**config.mk**
```make
export PLATFORM = sky130hd
export DESIGN_NAME = rst_boot_ctrl
export DESIGN_NICKNAME = d
export VERILOG_FILES = /design/src/rtl/rst_boot_pkg.sv /design/src/rtl/rst_release.sv /design/src/rtl/por_gen.sv /design/src/rtl/rst_boot_ctrl.sv
export SDC_FILE = /design/constraint.sdc
export NUM_CORES = 1
export LEC_CHECK = 0
export BUFFER_PORTS_ARGS = -buffer_cell sky130_fd_sc_hd__buf_2
export CAP_MARGIN = 20
export CORE_ASPECT_RATIO = 0.7
export CORE_UTILIZATION = 46
export CTS_CLUSTER_SIZE = 16
export DETAILED_ROUTE_END_ITERATION = 8
export HOLD_SLACK_MARGIN = 0.08
export PLACE_DENSITY = 0.77
export SLEW_MARGIN = 30
export SYNTH_ARGS = -nofsm -noshare
export SYNTH_HDL_FRONTEND = slang
export SYNTH_SLANG_ARGS = --single-unit
```
**constraint.sdc**
```tcl
create_clock -name aclk -period 1.55 [get_ports aclk]
set_input_delay 0.155 -clock aclk [delete_from_list [all_inputs] [get_ports aclk]]
set_output_delay 0.155 -clock aclk [all_outputs]
set_load 0.01 [all_outputs]
```
**src/rtl/rst_boot_pkg.sv**
```systemverilog
// Package with register map, field positions and timing for the reset and boot-pin block
package rst_boot_pkg;
   localparam logic [3:0] ADDR_PUDR = 4'h0;     // Pull-up disable register
   localparam logic [3:0] ADDR_MODE = 4'h4;     // Operating mode register
   localparam logic [3:0] ADDR_STAT = 4'h8;     // Reset status register
   localparam int PUDR_RST_BIT = 0;             // Reset pin pull-up off
   localparam int PUDR_BOOTPIN_BIT = 1;         // External boot pin pull-up off
   localparam int PUDR_MEMMODE_BIT = 2;         // Memory mode pin pull-up off
   localparam int PUDR_W = 3;                   // Implemented pull-up bits
   localparam int MODE_SRC_BIT = 0;             // Boot source bit
   localparam int MODE_SEC_BIT = 1;             // Flash secured bit
   localparam int STAT_POR_BIT = 0;             // Power-on reset seen
   localparam int STAT_EXT_BIT = 1;             // External reset seen
   localparam logic [PUDR_W-1:0] PUDR_RESET = 3'h0; // Pull-ups on after reset
   localparam logic [1:0] RESP_OKAY = 2'h0;     // AXI okay
   localparam logic [1:0] RESP_SLVERR = 2'h2;   // AXI slave error
   localparam int RELEASE_CYCLES_DEF = 64;      // Default release count
   localparam int POR_CYCLES_DEF = 16;          // Default power-on stretch
   localparam int CNT_W = 16;                   // Release counter width
endpackage

```
**src/rtl/rst_release.sv**
```systemverilog
// Reset release counter: holds reset, then releases in step with clock
module rst_release
   import rst_boot_pkg::*;
#(
   parameter logic [CNT_W-1:0] RELEASE_CYCLES = CNT_W'(RELEASE_CYCLES_DEF)
) (
   input wire logic clk, // Internal clock
   input wire logic hold, // Reset request, high holds
   output logic rst_active // Registered internal reset, high active
);
   typedef struct packed {
      logic [CNT_W-1:0] cnt; // Cycles since request dropped
      logic active;          // Internal reset state
   } rel_state_t;
   rel_state_t st_reg, st_next;

   // Count up after request drops; any request restarts the wait
   always_comb begin
      st_next = st_reg;
      if (hold) begin
         st_next.cnt = '0;
         st_next.active = 1'b1;
      end else if (st_reg.active) begin
         if (st_reg.cnt == RELEASE_CYCLES - CNT_W'(1)) begin
            st_next.active = 1'b0;
         end else begin
            st_next.cnt = st_reg.cnt + CNT_W'(1);
         end
      end
   end

   // No reset of its own: the hold input is the reset, so no X-release hazard
   always_ff @(posedge clk) begin
      st_reg <= st_next;
   end
   assign rst_active = st_reg.active;

   property p_hold_active;
      @(posedge clk) hold |=> rst_active;
   endproperty
   a_hold_active: assert property (p_hold_active) else $error("reset not held");
   property p_no_early;
      @(posedge clk) $fell(hold) |=> rst_active [*2];
   endproperty
   a_no_early: assert property (p_no_early) else $error("reset released early");
endmodule

```
**src/rtl/por_gen.sv**
```systemverilog
// Power-on reset pulse generator, independent of the external reset pin
module por_gen
   import rst_boot_pkg::*;
#(
   parameter logic [CNT_W-1:0] POR_CYCLES = CNT_W'(POR_CYCLES_DEF)
) (
   input wire logic clk, // Internal clock
   input wire logic por_n, // Supply-good from the analog cell, low at power-up
   output logic por_active // High while power-on reset lasts
);
   typedef struct packed {
      logic [CNT_W-1:0] cnt; // Stretch counter
      logic active;          // Power-on reset state
   } por_state_t;
   por_state_t st_reg, st_next;

   // Stretch the supply-good edge so the core sees a clean pulse
   always_comb begin
      st_next = st_reg;
      if (!por_n) begin
         st_next.cnt = '0;
         st_next.active = 1'b1;
      end else if (st_reg.cnt == POR_CYCLES) begin
         st_next.active = 1'b0;
      end else begin
         st_next.cnt = st_reg.cnt + CNT_W'(1);
      end
   end
   always_ff @(posedge clk) begin
      st_reg <= st_next;
   end
   assign por_active = st_reg.active;

   property p_por;
      @(posedge clk) !por_n |=> por_active;
   endproperty
   a_por: assert property (p_por) else $error("power-on reset missed");
endmodule

```
**src/rtl/rst_boot_ctrl.sv**
```systemverilog
// Top of the reset and boot-pin block with AXI4-Lite register access
//
// Register access over AXI4-Lite and the address map are this design's own decisions.
module rst_boot_ctrl
   import rst_boot_pkg::*;
#(
   parameter logic [CNT_W-1:0] RELEASE_CYCLES = CNT_W'(RELEASE_CYCLES_DEF), // Release count
   parameter logic [CNT_W-1:0] POR_CYCLES = CNT_W'(POR_CYCLES_DEF) // Power-on stretch
) (
   input wire logic aclk, // 40 MHz clock
   input wire logic aresetn, // Bus reset, active low
   input wire logic por_n, // Supply good, low at power-up
   input wire logic ext_reset_n, // External reset pin, active low
   input wire logic trst_n, // Debug port reset, active low
   input wire logic flash_secure_n, // Low when flash is secured
   input wire logic [3:0] s_axi_awaddr, // Write address
   input wire logic s_axi_awvalid, // Write address valid
   output logic s_axi_awready, // Write address ready
   input wire logic [31:0] s_axi_wdata, // Write data
   input wire logic [3:0] s_axi_wstrb, // Write strobes
   input wire logic s_axi_wvalid, // Write data valid
   output logic s_axi_wready, // Write data ready
   output logic [1:0] s_axi_bresp, // Write response
   output logic s_axi_bvalid, // Write response valid
   input wire logic s_axi_bready, // Write response ready
   input wire logic [3:0] s_axi_araddr, // Read address
   input wire logic s_axi_arvalid, // Read address valid
   output logic s_axi_arready, // Read address ready
   output logic [31:0] s_axi_rdata, // Read data
   output logic [1:0] s_axi_rresp, // Read response
   output logic s_axi_rvalid, // Read data valid
   input wire logic s_axi_rready, // Read data ready
   output logic reset_state_output, // Follows internal reset, high active
   output logic core_reset_n, // Core reset, active low
   output logic debug_reset_n, // Debug module reset, active low
   output logic reset_pullup_en, // Pull-up enable on reset pin
   output logic boot_pin_pullup_en, // Pull-up enable on external boot pin
   output logic memmode_pullup_en, // Pull-up enable on memory mode pin
   output logic boot_source_bit, // Boot source, 1 = external
   output logic flash_secured_bit // 1 = flash not secured
);
   // Boot selects are tied low inside the package, so they are constants here
   localparam logic external_boot_select = 1'b0;
   localparam logic ext_memory_boot_select = 1'b0;

   typedef struct packed {
      logic aw_got;            // Write address latched
      logic w_got;             // Write data latched
      logic [3:0] awaddr;      // Latched write address
      logic [31:0] wdata;      // Latched write data
      logic [3:0] wstrb;       // Latched strobes
      logic bvalid;            // Write response pending
      logic [1:0] bresp;       // Write response code
      logic rvalid;            // Read data pending
      logic [31:0] rdata;      // Read data
      logic [1:0] rresp;       // Read response code
      logic [PUDR_W-1:0] pullup_disable_reg; // Pull-up disable bits
      logic [1:0] operating_mode_reg; // Mode bits, source and secured
      logic por_seen;          // Sticky power-on reset cause
      logic ext_seen;          // Sticky external reset cause
      logic rst_out;           // Registered reset output
      logic dbg_rst_n;         // Registered debug reset, active low
      logic was_rst;           // Reset active last cycle
      logic awready; // Registered write address ready
      logic wready; // Registered write data ready
      logic arready; // Registered read address ready
      logic core_rst_n; // Registered core reset, active low
      logic [PUDR_W-1:0] pu_en; // Registered pull-up enables
   } top_state_t;
   top_state_t st_reg, st_next;

   logic por_active; // Power-on reset from generator
   logic rst_active; // Internal reset after release counter
   logic hold; // Power-on or external pin reset asserted

   // Either reset source holds the chip; external pin acts directly
   assign hold = por_active | ~ext_reset_n;

   por_gen #(.POR_CYCLES(POR_CYCLES)) u_por (
      .clk(aclk),
      .por_n(por_n),
      .por_active(por_active)
   );

   rst_release #(.RELEASE_CYCLES(RELEASE_CYCLES)) u_rel (
      .clk(aclk),
      .hold(hold),
      .rst_active(rst_active)
   );

   // Resolve boot mode: external boot only with flash unsecured
   function automatic logic [1:0] boot_mode(input logic ext_sel, input logic unsecured);
      logic [1:0] m;
      m = '0;
      m[MODE_SEC_BIT] = unsecured;
      m[MODE_SRC_BIT] = ext_sel & unsecured;
      return m;
   endfunction

   // Merge a write word into a register under byte strobes
   function automatic logic [31:0] merge(input logic [31:0] old, input logic [31:0] d, input logic [3:0] s);
      logic [31:0] r;
      r = old;
      for (int i = 0; i < 4; i++) begin
         if (s[i]) begin
            r[i*8 +: 8] = d[i*8 +: 8];
         end
      end
      return r;
   endfunction

   // Read word of the pull-up disable register
   function automatic logic [31:0] read_word(input top_state_t s);
      logic [31:0] r;
      r = '0;
      r[PUDR_W-1:0] = s.pullup_disable_reg;
      return r;
   endfunction

   // Next-state logic: bus slave, pull-up bits, mode capture, reset outputs
   always_comb begin
      logic [31:0] m;
      logic [31:0] rd;
      m = '0;
      rd = '0;
      st_next = st_reg;
      st_next.was_rst = rst_active;
      st_next.rst_out = rst_active | hold;
      // Debug logic reset only by its own pin, so a chip reset leaves it alone
      st_next.dbg_rst_n = trst_n;
      if (por_active) begin
         st_next.por_seen = 1'b1;
      end
      if (~ext_reset_n) begin
         st_next.ext_seen = 1'b1;
      end
      if (rst_active) begin
         // Pull-ups forced on while in reset
         st_next.pullup_disable_reg = PUDR_RESET;
         // Mode latched at reset; secured flash forces internal boot
         st_next.operating_mode_reg = boot_mode(external_boot_select, flash_secure_n);
         st_next.aw_got = 1'b0;
         st_next.w_got = 1'b0;
         st_next.bvalid = 1'b0;
         st_next.rvalid = 1'b0;
      end else begin
         // Accept write address and data in either order
         if (s_axi_awvalid && !st_reg.aw_got && !st_reg.bvalid) begin
            st_next.aw_got = 1'b1;
            st_next.awaddr = s_axi_awaddr;
         end
         if (s_axi_wvalid && !st_reg.w_got && !st_reg.bvalid) begin
            st_next.w_got = 1'b1;
            st_next.wdata = s_axi_wdata;
            st_next.wstrb = s_axi_wstrb;
         end
         if (st_reg.aw_got && st_reg.w_got) begin
            st_next.aw_got = 1'b0;
            st_next.w_got = 1'b0;
            st_next.bvalid = 1'b1;
            st_next.bresp = RESP_OKAY;
            unique case (st_reg.awaddr)
               ADDR_PUDR: begin
                  m = merge({{(32-PUDR_W){1'b0}}, st_reg.pullup_disable_reg}, st_reg.wdata, st_reg.wstrb);
                  st_next.pullup_disable_reg = m[PUDR_W-1:0];
               end
               ADDR_MODE: begin
                  // Only the source bit may change after reset; secured bit fixed
                  if (st_reg.wstrb[0]) begin
                     st_next.operating_mode_reg[MODE_SRC_BIT] = st_reg.wdata[MODE_SRC_BIT];
                  end
               end
               ADDR_STAT: begin
                  // Write one to clear cause bits; a new cause wins
                  if (st_reg.wstrb[0] && st_reg.wdata[STAT_POR_BIT] && !por_active) begin
                     st_next.por_seen = 1'b0;
                  end
                  if (st_reg.wstrb[0] && st_reg.wdata[STAT_EXT_BIT] && ext_reset_n) begin
                     st_next.ext_seen = 1'b0;
                  end
               end
               default: begin
                  st_next.bresp = RESP_SLVERR;
               end
            endcase
         end
         if (st_reg.bvalid && s_axi_bready) begin
            st_next.bvalid = 1'b0;
         end
         // Reads answer one cycle after the address is taken
         if (s_axi_arvalid && !st_reg.rvalid) begin
            st_next.rvalid = 1'b1;
            st_next.rresp = RESP_OKAY;
            unique case (s_axi_araddr)
               ADDR_PUDR: rd = read_word(st_reg);
               ADDR_MODE: rd[1:0] = st_reg.operating_mode_reg;
               ADDR_STAT: begin
                  rd[STAT_POR_BIT] = st_reg.por_seen;
                  rd[STAT_EXT_BIT] = st_reg.ext_seen;
               end
               default: st_next.rresp = RESP_SLVERR;
            endcase
            st_next.rdata = rd;
         end else if (st_reg.rvalid && s_axi_rready) begin
            st_next.rvalid = 1'b0;
         end
      end
      // Pin-facing levels registered so no output sees a gate glitch
      st_next.awready = !st_next.aw_got && !st_next.bvalid && !st_next.rst_out;
      st_next.wready = !st_next.w_got && !st_next.bvalid && !st_next.rst_out;
      st_next.arready = !st_next.rvalid && !st_next.rst_out;
      st_next.core_rst_n = ~st_next.rst_out;
      st_next.pu_en = ~st_next.pullup_disable_reg;
   end

   // Single register stage; bus reset clears all state, then sets reset output, reset-last-cycle flag, power-on cause, debug reset and pull-up enables
   always_ff @(posedge aclk) begin
      if (!aresetn) begin
         st_reg <= '0;
         st_reg.rst_out <= 1'b1;
         st_reg.was_rst <= 1'b1;
         st_reg.por_seen <= 1'b1;
         st_reg.dbg_rst_n <= 1'b1;
         st_reg.pu_en <= '1;
      end else begin
         st_reg <= st_next;
      end
   end

   assign s_axi_awready = st_reg.awready;
   assign s_axi_wready = st_reg.wready;
   assign s_axi_arready = st_reg.arready;
   assign s_axi_bvalid = st_reg.bvalid;
   assign s_axi_bresp = st_reg.bresp;
   assign s_axi_rvalid = st_reg.rvalid;
   assign s_axi_rdata = st_reg.rdata;
   assign s_axi_rresp = st_reg.rresp;
   assign reset_state_output = st_reg.rst_out;
   assign core_reset_n = st_reg.core_rst_n;
   assign debug_reset_n = st_reg.dbg_rst_n;
   assign reset_pullup_en = st_reg.pu_en[PUDR_RST_BIT];
   assign boot_pin_pullup_en = st_reg.pu_en[PUDR_BOOTPIN_BIT];
   assign memmode_pullup_en = st_reg.pu_en[PUDR_MEMMODE_BIT];
   assign boot_source_bit = st_reg.operating_mode_reg[MODE_SRC_BIT];
   assign flash_secured_bit = st_reg.operating_mode_reg[MODE_SEC_BIT];

   property p_rst_out;
      @(posedge aclk) disable iff (!aresetn) !ext_reset_n |=> reset_state_output;
   endproperty
   a_rst_out: assert property (p_rst_out) else $error("reset output low during pin reset");

   property p_secure;
      @(posedge aclk) disable iff (!aresetn) (rst_active && !flash_secure_n) |=> !boot_source_bit;
   endproperty
   a_secure: assert property (p_secure) else $error("external boot with secured flash");

   property p_internal;
      @(posedge aclk) disable iff (!aresetn) rst_active |=> !boot_source_bit;
   endproperty
   a_internal: assert property (p_internal) else $error("tied-low boot select not internal");

   property p_pullups;
      @(posedge aclk) disable iff (!aresetn) rst_active |=> (reset_pullup_en && boot_pin_pullup_en && memmode_pullup_en);
   endproperty
   a_pullups: assert property (p_pullups) else $error("pull-up off during reset");

   property p_debug;
      @(posedge aclk) disable iff (!aresetn) (trst_n && !ext_reset_n) |=> debug_reset_n;
   endproperty
   a_debug: assert property (p_debug) else $error("debug reset by chip reset");

   property p_pudr_write;
      @(posedge aclk) disable iff (!aresetn)
         (st_reg.aw_got && st_reg.w_got && st_reg.awaddr == ADDR_PUDR && st_reg.wstrb[0] && !rst_active)
         |=> reset_pullup_en == !$past(st_reg.wdata[PUDR_RST_BIT]);
   endproperty
   a_pudr_write: assert property (p_pudr_write) else $error("reset pull-up write lost");

   property p_read_lat;
      @(posedge aclk) disable iff (!aresetn) (s_axi_arvalid && s_axi_arready) |=> s_axi_rvalid;
   endproperty
   a_read_lat: assert property (p_read_lat) else $error("read answer late");

   property p_hold;
      @(posedge aclk) disable iff (!aresetn) $fell(ext_reset_n) |=> reset_state_output [*2];
   endproperty
   a_hold: assert property (p_hold) else $error("reset not held");

   property p_core_follow;
      @(posedge aclk) disable iff (!aresetn) core_reset_n != reset_state_output;
   endproperty
   a_core_follow: assert property (p_core_follow) else $error("core reset disagrees with reset output");

   property p_trst_only;
      @(posedge aclk) disable iff (!aresetn) !trst_n |=> !debug_reset_n;
   endproperty
   a_trst_only: assert property (p_trst_only) else $error("debug reset missed its pin");

   property p_release_out;
      @(posedge aclk) disable iff (!aresetn) ($fell(rst_active) && !hold) |=> !reset_state_output;
   endproperty
   a_release_out: assert property (p_release_out) else $error("reset output late after release");

   property p_bus_quiet;
      @(posedge aclk) disable iff (!aresetn) reset_state_output |-> !(s_axi_awready || s_axi_wready || s_axi_arready);
   endproperty
   a_bus_quiet: assert property (p_bus_quiet) else $error("bus ready during reset");
endmodule

```
-- After elaboration in Yosys (flattened, before gate mapping)
Index checks and enable logic that the tools add are counted.
- add/subtract/negate cells: 2
- eq/ne operators: 6
- mux-type cells: 27
- bitwise logic cells: 8
- reduce and logical (&&, ||, !) cells: 38
- operator list (cell ; number):
    $add 16x1->16 const B ; 2
    $logic_and 1x1->1 ; 17
    $eq 16x5->1 const B ; 1
    $eq 16x6->1 const B ; 1
    $mux 3 ; 5
    $mux 1 ; 14
    $mux 2 ; 7
    $logic_not 1->1 ; 10
    $reduce_and 2->1 ; 5
    $eq 4x3->1 const B ; 2
    $eq 4x4->1 const B ; 2
    $logic_not 4->1 ; 2
    $pmux 2 s3 ; 1
    $reduce_or 3->1 ; 2
    $not 1->1 ; 5
    $not 3->3 ; 1
    $reduce_and 3->1 ; 1
    $or 1x1->1 ; 2
    $reduce_or 2->1 ; 1
- flip-flop bits (word level): 98
- input port bits: 55
- output and inout bits: 49

-- Logic depth before layout (Yosys ltp)
Gate-level depths: netlist of run 1.
- word-level depth: 9
- depth in mapped cells: 6
- mapped depth without buffers: 6

-- Hierarchy
From an unflattened synthesis of run 1, not the netlist that was laid out.
- cells, all modules: 349
- area total of the unflattened synthesis: 3235.6 um^2
- modules (own cells, without submodules) (module ; times used ; cells each ; area an instance (um^2) ; sequential area each (um^2)):
    rst_boot_ctrl ; 1 ; 168 ; 1609.0 ; 660.6
    por_gen ; 1 ; 89 ; 818.3 ; 340.3
    rst_release ; 1 ; 92 ; 808.3 ; 340.3

-- Least setup slack after synthesis of run 1
OpenSTA, ideal clock, no wires.
- path type: reg2reg
- start point: reg u_rel.st_reg[1] (netlist bit)
- end point: reg u_rel.st_reg[5] (netlist bit)
- setup time: 0.071 ns
- arrival time: 1.564 ns
- required time: 1.479 ns
- slack: -0.084 ns
- cell stages (with the launch flop): 7
- buffers on the path: 1
- path through: dfxtp_1 ha_1 nor3b_1 and4_1 buf_6 or4_1 a21oi_1
- word-level cells in the longest chain between the ends: 3
- ends and longest elaborated chain (what ; line ; source):
    from (decl) ; rst_release.sv:15 ; rel_state_t st_reg, st_next;
    from (signal assigned) ; rst_release.sv:34 ; st_reg <= st_next;
    branches (longest 3 deep; another with $add 16x1->16) ; n/a ;
Parallel ways; which one is timed is not known.
A chain may end at the register's enable or synchronous reset.

-- Worst setup path in the final report of run 1
- start point: reg st_reg[95] (netlist bit)
- end point: reg st_reg[59] (netlist bit)
- word-level cells in the longest chain between the ends: 4
- ends and longest elaborated chain (what ; line ; source):
    from (decl) ; rst_boot_ctrl.sv:70 ; top_state_t st_reg, st_next;
    from (signal assigned) ; rst_boot_ctrl.sv:226 ; st_reg <= st_next;
    $logic_not 1->1 ; rst_boot_ctrl.sv:152 ; if (s_axi_wvalid && !st_reg.w_got && !st_reg.bvalid) begin
    $logic_and 1x1->1 (2 in series) ; rst_boot_ctrl.sv:152 ;
    $reduce_and 2->1 (no source line) ; n/a ;
Every way passes these cells.

==> impl_metrics.py, run 1 <==
metrics = {
    "grt": {
        "wire_length_of_the_first_global_routing_pass_um": 11100,
        "globalRouteMet2Util": 0.304,
        "maximum_number_of_pins_on_one_net_before_global_route_repair": 20,
        "grt_antenna_before_repair": 0,
        "gr-total-overflow": 0,
        "gr-usage-all-layers": 0.203,
        "busiest_layer": "met2",
        "grt_use_met1": 0.277,
        "grt_util_met3": 0.0663,
        "grt_pass1_vias": 2385,
    },
    "final_layout": {
        "mostFrequentLayoutCell": "sky130_fd_sc_hd__dfxtp_1",
        "final_cell_count_no_fill": 525,
        "area.growth.synth_to_final_pct": 22.6,
        "antenna_cells": 0,
        "most-common-layout-cells": "sky130_fd_sc_hd__dfxtp_1, sky130_fd_sc_hd__buf_2, sky130_fd_sc_hd__nor2_1, sky130_fd_sc_hd__conb_1, sky130_fd_sc_hd__buf_4",
        "drive_above_1_share": 0.260,
        "layout.nets": 487,
        "n_fill_cell": 558,
        "layout.cell_area.non_filler_sq_mm": 0.00387,
    },
    "timing": {
        "final.setup_skew_ps": 10.2,
        "worst_slew_pin_slew_ps": 511,
        "post-route-min-period_ps": 1530,
        "finalMaxSlewViolations": 0,
        "max_freq_ghz": 0.655,
        "timing.slew.headroom": 0.659,
        "report.final.setup_viol": 0,
        "grt_setup_unrepaired": "yes",
        "fin_worst_hold_slack_ps": 95.5,
        "timing_hold_violations_final": 0,
        "tns_setup_ps": 0,
        "min_period_over_period": 0.986,
    },
    "worst_hold_path": {
        "min_path_cells": 3,
        "min_path_type": "input port to register",
    },
    "clock_tree": {
        "clockRootBuffer": "sky130_fd_sc_hd__clkbuf_8",
        "clkTransAtPathRegs_ps": 70,
        "htree_num_levels": 3,
        "cts_buffer_depth": 2,
        "worstSkewPairLatency_ps": 340,
        "cts-buffers-inserted": 9,
        "cts_tree": "done",
        "clock-sinks": 67,
    },
    "critical_path": {
        "crit_arrival_ps": 1740,
        "cp.depth": 5,
        "path_cells": "or3b_4 > nor2_2 > buf_4 > mux2i_1 > nor2_1",
        "critical_path.startpoint_type": "register",
        "worstPathBufferInverterCount": 1,
        "critPathSlowestCell": "sky130_fd_sc_hd__or3b_4",
        "timing.critical_path.max_delay_family": "simple AND/OR/NAND/NOR gates",
        "end_kind": "register",
        "worstPathRequired_ps": 1760,
        "slowest_delay_ps": 420,
        "crit_fanout": 5,
        "worstRegToRegCells": 5,
        "critPathKind": "register to register",
    },
    "place": {
        "gpl.final_weighted_congestion": 0.801,
        "numPortBuffers": 40,
        "dp_cells": 494,
        "detailed_place.area_sq_mm": 0.00348,
        "detailed_place_hpwl_um": 4900,
    },
    "floorplanning": {
        "area_of_the_die_sq_mm": 0.00721,
        "die_w_um": 101,
        "core-area_sq_mm": 0.00643,
        "std_cell_rows": 24,
        "ioPinCount": 104,
        "floorplan.initialDensity": 0.491,
        "dieHeight_um": 71.3,
    },
    "synth": {
        "ffs_latches_synth": 67,
        "share_of_the_yosys_chip_area_belonging_to_registers": 0.425,
        "ys_types": 49,
        "synth_area_sq_mm": 0.00316,
        "netlist_instances": 351,
        "yosysWarnings": 0,
        "avgSynthCellArea_sq_um": 9.00,
    },
    "route": {
        "detail_route.drc_violations": 0,
        "avgRoutedWirePerCell_um": 13.4,
        "drtAntennaViolNets": 0,
        "first_iter_violations": 110,
        "drt_wl_total_um": 7030,
        "first_pass_iters": 4,
        "post_drt_via_cell_ratio": 5.05,
        "via_count": 2650,
    },
    "power_and_ir_drop": {
        "total_leakage_power_nw": 1.50,
        "power_mw": 3.13,
        "ir_drop_mv": 0.611,
        "power_density_mw_per_mm2": 809,
    },
    "run": {
        "cap_viol_max_count": 0,
    },
    "status": {
        "outcome": "completed",
    },
}
==> per-layer routing <==
layer  part of all wire  vias up
met1               0.46     1239
met3              0.061       11
met2               0.46       78
li1                   -     1322
met5                  0        -
met4              0.015        0
==> per-stage QoR <==
step | util | setup slack, ps
floorplan | - | -0.887
global route | 0.603 | -67.8
global placement | 0.541 | -34.5
CTS | 0.589 | 9.85
finish | 0.603 | 22.2
detailed placement | 0.541 | -129
==> synthesized netlist by cell type, drive strengths merged <==
cell type  count  area (sq um)
or3b           4          35.0
nand2b         7          43.8
clkbuf         8          31.3
and4           3          28.8
nor3           8          40.0
a211oi         2          15.0
nand3b         3          22.5
mux2i         16           160
xor2           8          70.1
nand4          9          56.3
or4            4          30.0
conb           1          3.75
nand3         12          60.1
and3           1          6.26
xnor2          5          43.8
a31o           1          8.76
a211o          1          8.76
o311ai         1          8.76
dfxtp         67          1340
nor4b          2          17.5
nor2          33           129
or3            9          56.3
nand2         18          67.6
a311oi         1          8.76
or2            3          18.8
o41ai          1          8.76
a21boi         4          30.0
inv           10          37.5
ha             3          37.5
o21ai         16          80.1
mux2           1          11.3
a21oi         14          70.1
nor4          10          77.6
a31oi          3          18.8
o2bb2ai        2          17.5
buf           39           297
a2111oi        1          27.5
o31ai          2          15.0
nor2b          4          25.0
nor3b          1          7.51
a22oi          3          22.5
and2          10          62.6
==> where the power goes <==
group          total [mW]  internal, mW  switching, mW
logic               0.166        0.0708         0.0952
registers            1.74          1.73         0.0114
clock network        1.22         0.572          0.650
total                3.13          2.37          0.757
==> cell type report <==
cell class,count,area [sq um],area share
multi-input cells,257,1650,0.426
flip-flops and latches,67,1350,0.347
repair buffers,84,564,0.146
clock buffers,11,131,0.0339
well taps,91,114,0.0294
inverters,10,37.5,0.00969
clock inverters,5,30.0,0.00775
==> cell families (layout without fill, tap and decap cells) <==
kind of cell               after synthesis  in the layout  share of synthesized area
and+or+nand+nor                        141            141                      0.248
AOI/OAI and AO/OA                       52             52                      0.108
other                                    1             31                    0.00119
adders and majority gates                3              3                     0.0119
xor gates and xnor gates                13             13                     0.0361
muxes                                   17             17                     0.0543
DFF                                     67             67                      0.425
buffers and inverters                   57            110                      0.116
==> tightest hold or removal path: cells and delay by family <==
| kind | cells | cell delay [ps] |
|---|---|---|
| AOI/OAI and AO/OA | 2 | 120 |
| buffers and inverters | 1 | 120 |
==> worst paths after layout <==
kind / startpoint / end / slack [ps]
hold reg to reg: u_por.st_reg[16]$_SDFFE_PN0P_ / u_por.st_reg[16]$_SDFFE_PN0P_ / 480
setup reg to reg: st_reg[95]$_SDFF_PN0_ / st_reg[59]$_SDFFE_PN0P_ / 20
setup / recovery: st_reg[95]$_SDFF_PN0_ / st_reg[59]$_SDFFE_PN0P_ / 20
hold / removal: aresetn / st_reg[10]$_SDFF_PN0_ / 100
==> repair_timing <==
action	in CTS	in global routing
pin swaps	1	5
setup buffers	0	3
gates resized for setup	7	17
hold buffers	12	0
endpoints found under the setup margin	10	38
hold endpoints to repair	11	0
Power figures use the tool's default switching activity.
==> run 2: changes to the inputs <==
--- a/config.mk
+++ b/config.mk
@@ -7,12 +7,14 @@
 export LEC_CHECK = 0
 export BUFFER_PORTS_ARGS = -buffer_cell sky130_fd_sc_hd__buf_2
 export CAP_MARGIN = 20
+export CELL_PAD_IN_SITES_DETAIL_PLACEMENT = 0
+export CELL_PAD_IN_SITES_GLOBAL_PLACEMENT = 2
 export CORE_ASPECT_RATIO = 0.7
-export CORE_UTILIZATION = 46
+export CORE_UTILIZATION = 26
 export CTS_CLUSTER_SIZE = 16
 export DETAILED_ROUTE_END_ITERATION = 8
 export HOLD_SLACK_MARGIN = 0.08
-export PLACE_DENSITY = 0.77
+export PLACE_DENSITY_LB_ADDON = 0.1
 export SLEW_MARGIN = 30
 export SYNTH_ARGS = -nofsm -noshare
 export SYNTH_HDL_FRONTEND = slang
==> impl_metrics.py, run 2 (same netlist as run 1, synthesis figures left out) <==
metrics = {
    "critical_path": {
        "end_kind": "register",
        "worstPathBufferInverterCount": 1,
        "critPathKind": "register to register",
        "crit_fanout": 3,
        "timing.critical_path.max_delay_family": "simple AND/OR/NAND/NOR gates",
        "path_cells": "or3b_4 > nor4_4 > buf_4 > mux2i_2 > or2_1",
        "slowest_delay_ps": 430,
        "crit_arrival_ps": 1740,
        "critical_path.startpoint_type": "register",
        "worstRegToRegCells": 5,
        "critPathSlowestCell": "sky130_fd_sc_hd__or3b_4",
        "cp.depth": 5,
        "worstPathRequired_ps": 1760,
    },
    "final_layout": {
        "ff_latch_area_sq_mm": 0.00135,
        "antenna_cells": 0,
        "most-common-layout-cells": "sky130_fd_sc_hd__dfxtp_1, sky130_fd_sc_hd__buf_4, sky130_fd_sc_hd__buf_2, sky130_fd_sc_hd__nor2_1, sky130_fd_sc_hd__conb_1",
        "final_util": 0.352,
        "n_fill_cell": 1242,
        "mostFrequentLayoutCell": "sky130_fd_sc_hd__dfxtp_1",
        "final_cell_count_no_fill": 603,
        "multiInputGateArea_sq_mm": 0.00165,
        "drive_above_1_share": 0.291,
        "area.growth.synth_to_final_pct": 31.3,
        "layout.nets": 500,
    },
    "grt": {
        "gr-total-overflow": 0,
        "grt_pass1_vias": 2361,
        "grt_antenna_before_repair": 0,
        "gr-usage-all-layers": 0.126,
        "wire_length_of_the_first_global_routing_pass_um": 12000,
        "maximum_number_of_pins_on_one_net_before_global_route_repair": 20,
    },
    "power_and_ir_drop": {
        "ir_drop_mv": 0.493,
        "power_density_mw_per_mm2": 905,
        "total_leakage_power_nw": 1.62,
    },
    "clock_tree": {
        "clockRootBuffer": "sky130_fd_sc_hd__clkbuf_16",
        "clkTransAtPathRegs_ps": 60,
        "worstSkewPairLatency_ps": 330,
        "cts-buffers-inserted": 9,
        "htree_num_levels": 3,
        "cts_buffer_depth": 2,
        "clock-sinks": 67,
        "cts_tree": "done",
    },
    "route": {
        "first_pass_iters": 4,
        "drt_wl_total_um": 7430,
        "first_iter_violations": 90,
        "post_drt_via_cell_ratio": 4.29,
        "via_count": 2588,
        "drtAntennaViolNets": 0,
        "detail_route.drc_violations": 0,
        "avgRoutedWirePerCell_um": 12.3,
    },
    "floorplanning": {
        "std_cell_rows": 33,
        "dieHeight_um": 94.2,
        "ioPinCount": 104,
        "area_of_the_die_sq_mm": 0.0126,
        "floorplan.initialDensity": 0.268,
        "die_w_um": 134,
        "core-area_sq_mm": 0.0118,
    },
    "timing": {
        "timing.slew.headroom": 0.640,
        "timing_hold_violations_final": 0,
        "finalMaxSlewViolations": 0,
        "worst_slew_pin_slew_ps": 539,
        "grt_setup_unrepaired": "yes",
        "post-route-min-period_ps": 1520,
        "min_period_over_period": 0.982,
        "report.final.setup_viol": 0,
        "max_freq_ghz": 0.657,
        "final.setup_skew_ps": 7.67,
    },
    "run": {
        "cap_viol_max_count": 0,
    },
    "status": {
        "outcome": "completed",
    },
    "place": {
        "dp_cells": 575,
        "detailed_place_hpwl_um": 5450,
        "numPortBuffers": 40,
        "gpl.final_weighted_congestion": 0.766,
    },
    "worst_hold_path": {
        "min_path_cells": 3,
        "min_path_type": "input port to register",
    },
}
## run 2: cell count changes in the layout (fill, tap and decap cells not counted), sizes merged
cell,previous run,this run
clkinvlp,2,0
clkbuf,11,12
buf,72,85
## run 2: report_power, final
part	internal, mW	switching [mW]
sequential	1.73	0.00736
combinational	0.0788	0.0975
clock	1.11	0.728
## run 2: metal layers
layer | GRT usage | up-vias | routed length [um]
met5 | 0 | - | 0
met4 | 0.0369 | 0 | 43
met3 | 0.0426 | 4 | 272
met2 | 0.173 | 45 | 2980
met1 | 0.181 | 1182 | 4130
li1 | - | 1357 | -
## run 2: area by class of cell
| type | count | area share |
|---|---|---|
| Clock buffer | 12 | 0.0594 |
| Multi-Input combinational cell | 257 | 0.397 |
| Clock inverter | 3 | 0.00362 |
| Tap cell | 157 | 0.0474 |
| Sequential cell | 67 | 0.325 |
| Timing Repair Buffer | 97 | 0.159 |
| Inverter | 10 | 0.00905 |
## run 2: path summary, 6_finish.rpt
check                     startpoint                          to  slack, ps
min reg2reg    st_reg[11]$_SDFF_PN1_       st_reg[11]$_SDFF_PN1_        470
max          st_reg[92]$_SDFFE_PN0P_  reset_pullup_en$_SDFF_PN1_         30
max reg2reg  st_reg[92]$_SDFFE_PN0P_  reset_pullup_en$_SDFF_PN1_         30
min                          aresetn       st_reg[10]$_SDFF_PN0_        110
## run 2: stage by stage
step / worst slack [ps] / area [sq um] / TNS (ps) / power (mW) / hold slack, ps
final: 27.7 / 4150 / 0 / 3.76 / 111
after global routing: -53.8 / 4150 / -264 / 3.94 / 116
after CTS: 10.4 / 4080 / 0 / 3.82 / 94.4
after detailed placement: -133 / 3670 / -168 / 1.93 / 368
after global placement: -59.5 / 3670 / -78.0 / 1.93 / 365
after floorplan: -0.887 / 3270 / -0.887 / 1.92 / 228
## run 2: worst min-delay path: stages
cell and delay (ps):
sky130_fd_sc_hd__buf_2 120, sky130_fd_sc_hd__o21ai_0 70, sky130_fd_sc_hd__a31oi_1 40
## run 2: repair_timing
| action | 4_1_cts | 5_1_grt |
|---|---|---|
| endpoints found under the setup margin | 10 | 28 |
| setup buffers | 0 | 1 |
| endpoints found under the hold margin | 11 | 0 |
| pin swaps | 2 | 4 |
| hold buffers | 12 | 0 |
| gates resized for setup | 7 | 18 |
| gates cloned | 0 | 0 |
==> run 3: changes to the inputs <==
==> constraint.sdc (replaced) <==
create_clock -name aclk -period 1.55 [get_ports aclk]
set_input_delay 0.155 -clock aclk [delete_from_list [all_inputs] [get_ports aclk]]
set_output_delay 0.155 -clock aclk [all_outputs]
set_load 0.05 [all_outputs]
==> impl_metrics.py, run 3 (same netlist as run 1, synthesis figures left out) <==
metrics = {
    "status": {
        "outcome": "completed",
    },
    "critical_path": {
        "critPathKind": "register to register",
        "crit_arrival_ps": 1770,
        "slowest_delay_ps": 480,
        "critPathSlowestCell": "sky130_fd_sc_hd__or4_4",
        "crit_fanout": 9,
        "timing.critical_path.max_delay_family": "simple AND/OR/NAND/NOR gates",
        "worstPathRequired_ps": 1820,
        "critical_path.startpoint_type": "register",
        "worstPathBufferInverterCount": 0,
        "end_kind": "register",
        "path_cells": "ha_2 > nor3b_1 > and4_4 > or4_4 > a21oi_2",
    },
    "floorplanning": {
        "die_w_um": 134,
        "core-area_sq_mm": 0.0118,
        "floorplan.initialDensity": 0.268,
        "std_cell_rows": 33,
        "area_of_the_die_sq_mm": 0.0126,
        "ioPinCount": 104,
        "dieHeight_um": 94.2,
    },
    "clock_tree": {
        "cts_buffer_depth": 2,
        "worstSkewPairLatency_ps": 330,
        "clock-sinks": 67,
        "cts_tree": "done",
        "clkTransAtPathRegs_ps": 60,
        "cts-buffers-inserted": 9,
        "htree_num_levels": 3,
        "clockRootBuffer": "sky130_fd_sc_hd__clkbuf_16",
    },
    "timing": {
        "max_freq_ghz": 0.665,
        "finalMaxSlewViolations": 0,
        "min_period_over_period": 0.970,
        "final.setup_skew_ps": 5.87,
        "fin_worst_hold_slack_ps": 118,
        "worst_slew_pin_slew_ps": 520,
        "report.final.setup_viol": 0,
        "tns_setup_ps": 0,
        "post-route-min-period_ps": 1500,
        "grt_setup_unrepaired": "yes",
        "timing_hold_violations_final": 0,
        "timing.slew.headroom": 0.653,
    },
    "final_layout": {
        "mostFrequentLayoutCell": "sky130_fd_sc_hd__dfxtp_1",
        "area.growth.synth_to_final_pct": 33.4,
        "final_util": 0.358,
        "most-common-layout-cells": "sky130_fd_sc_hd__dfxtp_1, sky130_fd_sc_hd__buf_4, sky130_fd_sc_hd__buf_2, sky130_fd_sc_hd__nor2_1, sky130_fd_sc_hd__conb_1",
        "final_cell_count_no_fill": 604,
        "layout.cell_area.non_filler_sq_mm": 0.00421,
        "drive_above_1_share": 0.293,
        "n_fill_cell": 1251,
        "layout.nets": 500,
        "antenna_cells": 0,
    },
    "power_and_ir_drop": {
        "ir_drop_mv": 0.501,
        "power_density_mw_per_mm2": 1020,
        "total_leakage_power_nw": 1.63,
    },
    "route": {
        "drt_wl_total_um": 7460,
        "avgRoutedWirePerCell_um": 12.4,
        "first_pass_iters": 4,
        "detail_route.drc_violations": 0,
        "post_drt_via_cell_ratio": 4.35,
        "via_count": 2630,
        "drtAntennaViolNets": 0,
        "first_iter_violations": 101,
    },
    "place": {
        "dp_cells": 575,
        "detailed_place_hpwl_um": 5440,
        "gpl.final_weighted_congestion": 0.744,
        "detailed_place.area_sq_mm": 0.00367,
        "numPortBuffers": 40,
    },
    "grt": {
        "grt_antenna_before_repair": 0,
        "gr-total-overflow": 0,
        "grt_pass1_vias": 2448,
        "gr-usage-all-layers": 0.127,
        "wire_length_of_the_first_global_routing_pass_um": 12200,
        "maximum_number_of_pins_on_one_net_before_global_route_repair": 20,
    },
    "worst_hold_path": {
        "min_path_type": "input port to register",
    },
    "run": {
        "cap_viol_max_count": 0,
    },
}
==> run 3: cell types whose count changed in the layout (fill, tap and decap cells not counted), moves of 2 or more <==
| cell | delta |
|---|---|
| sky130_fd_sc_hd__bufinv_16 | +2 |
| sky130_fd_sc_hd__clkbuf_1 | -2 |
| sky130_fd_sc_hd__nand2_1 | +2 |
| sky130_fd_sc_hd__nand2_2 | -2 |
| sky130_fd_sc_hd__nor4_2 | +2 |
==> run 3: per-stage QoR <==
stage / total power, mW / setup slack [ps]
after floorplan: 2.06 / -0.887
after global placement: 2.06 / -54.8
after detailed placement: 2.06 / -59.3
after CTS: 4.37 / 17.1
after global routing: 4.48 / -82.1
final: 4.30 / 46.4
==> run 3: path summary, 6_finish.rpt <==
path | start | slack (ps) | depth (start not counted) | to
worst min-delay path | aresetn | 120 | 3 | st_reg[10]$_SDFF_PN0_
worst max-delay path | u_rel.st_reg[2]$_SDFFE_PP0P_ | 50 | 5 | u_rel.st_reg[5]$_SDFFE_PP0P_
worst min register to register | st_reg[11]$_SDFF_PN1_ | 470 | 1 | st_reg[11]$_SDFF_PN1_
worst max register to register | u_rel.st_reg[2]$_SDFFE_PP0P_ | 50 | 5 | u_rel.st_reg[5]$_SDFFE_PP0P_
==> run 3: worst min-delay path, cell delays in order <==
cell,delay (ps)
sky130_fd_sc_hd__buf_2,120
sky130_fd_sc_hd__o21ai_0,70
sky130_fd_sc_hd__a31oi_1,40
==> run 3: area by class of cell <==
cell class | count | area [sq um] | area share
Timing Repair Buffer | 97 | 662 | 0.157
Inverter | 10 | 37.5 | 0.00891
Tap cell | 157 | 196 | 0.0466
Multi-Input combinational cell | 257 | 1640 | 0.390
Clock inverter | 5 | 75.1 | 0.0178
Sequential cell | 67 | 1350 | 0.320
Clock buffer | 11 | 253 | 0.0600
==> run 3: routing by layer <==
metal  vias to the layer above  share of wire  GRT usage
met1                      1212           0.53      0.175
met5                         -              0          0
met2                        49           0.41      0.175
met3                        11          0.036     0.0421
met4                         0          0.017     0.0568
li1                       1358              -          -
==> run 3: where the power goes <==
part | internal, mW | switching (mW) | total (mW) | leakage (nW)
sequential | 1.73 | 0.00771 | 1.74 | 0.543
clock | 1.49 | 0.760 | 2.25 | 0.165
combinational | 0.0762 | 0.234 | 0.310 | 0.925
total | 3.30 | 1.00 | 4.30 | 1.63
==> run 3: what timing repair did <==
item	4_1_cts	5_1_grt
endpoints found under the setup margin	4	28
resized for setup	5	17
endpoints found under the hold margin	11	0
buffers inserted	0	1
hold buffers	12	0
pin swaps	1	3
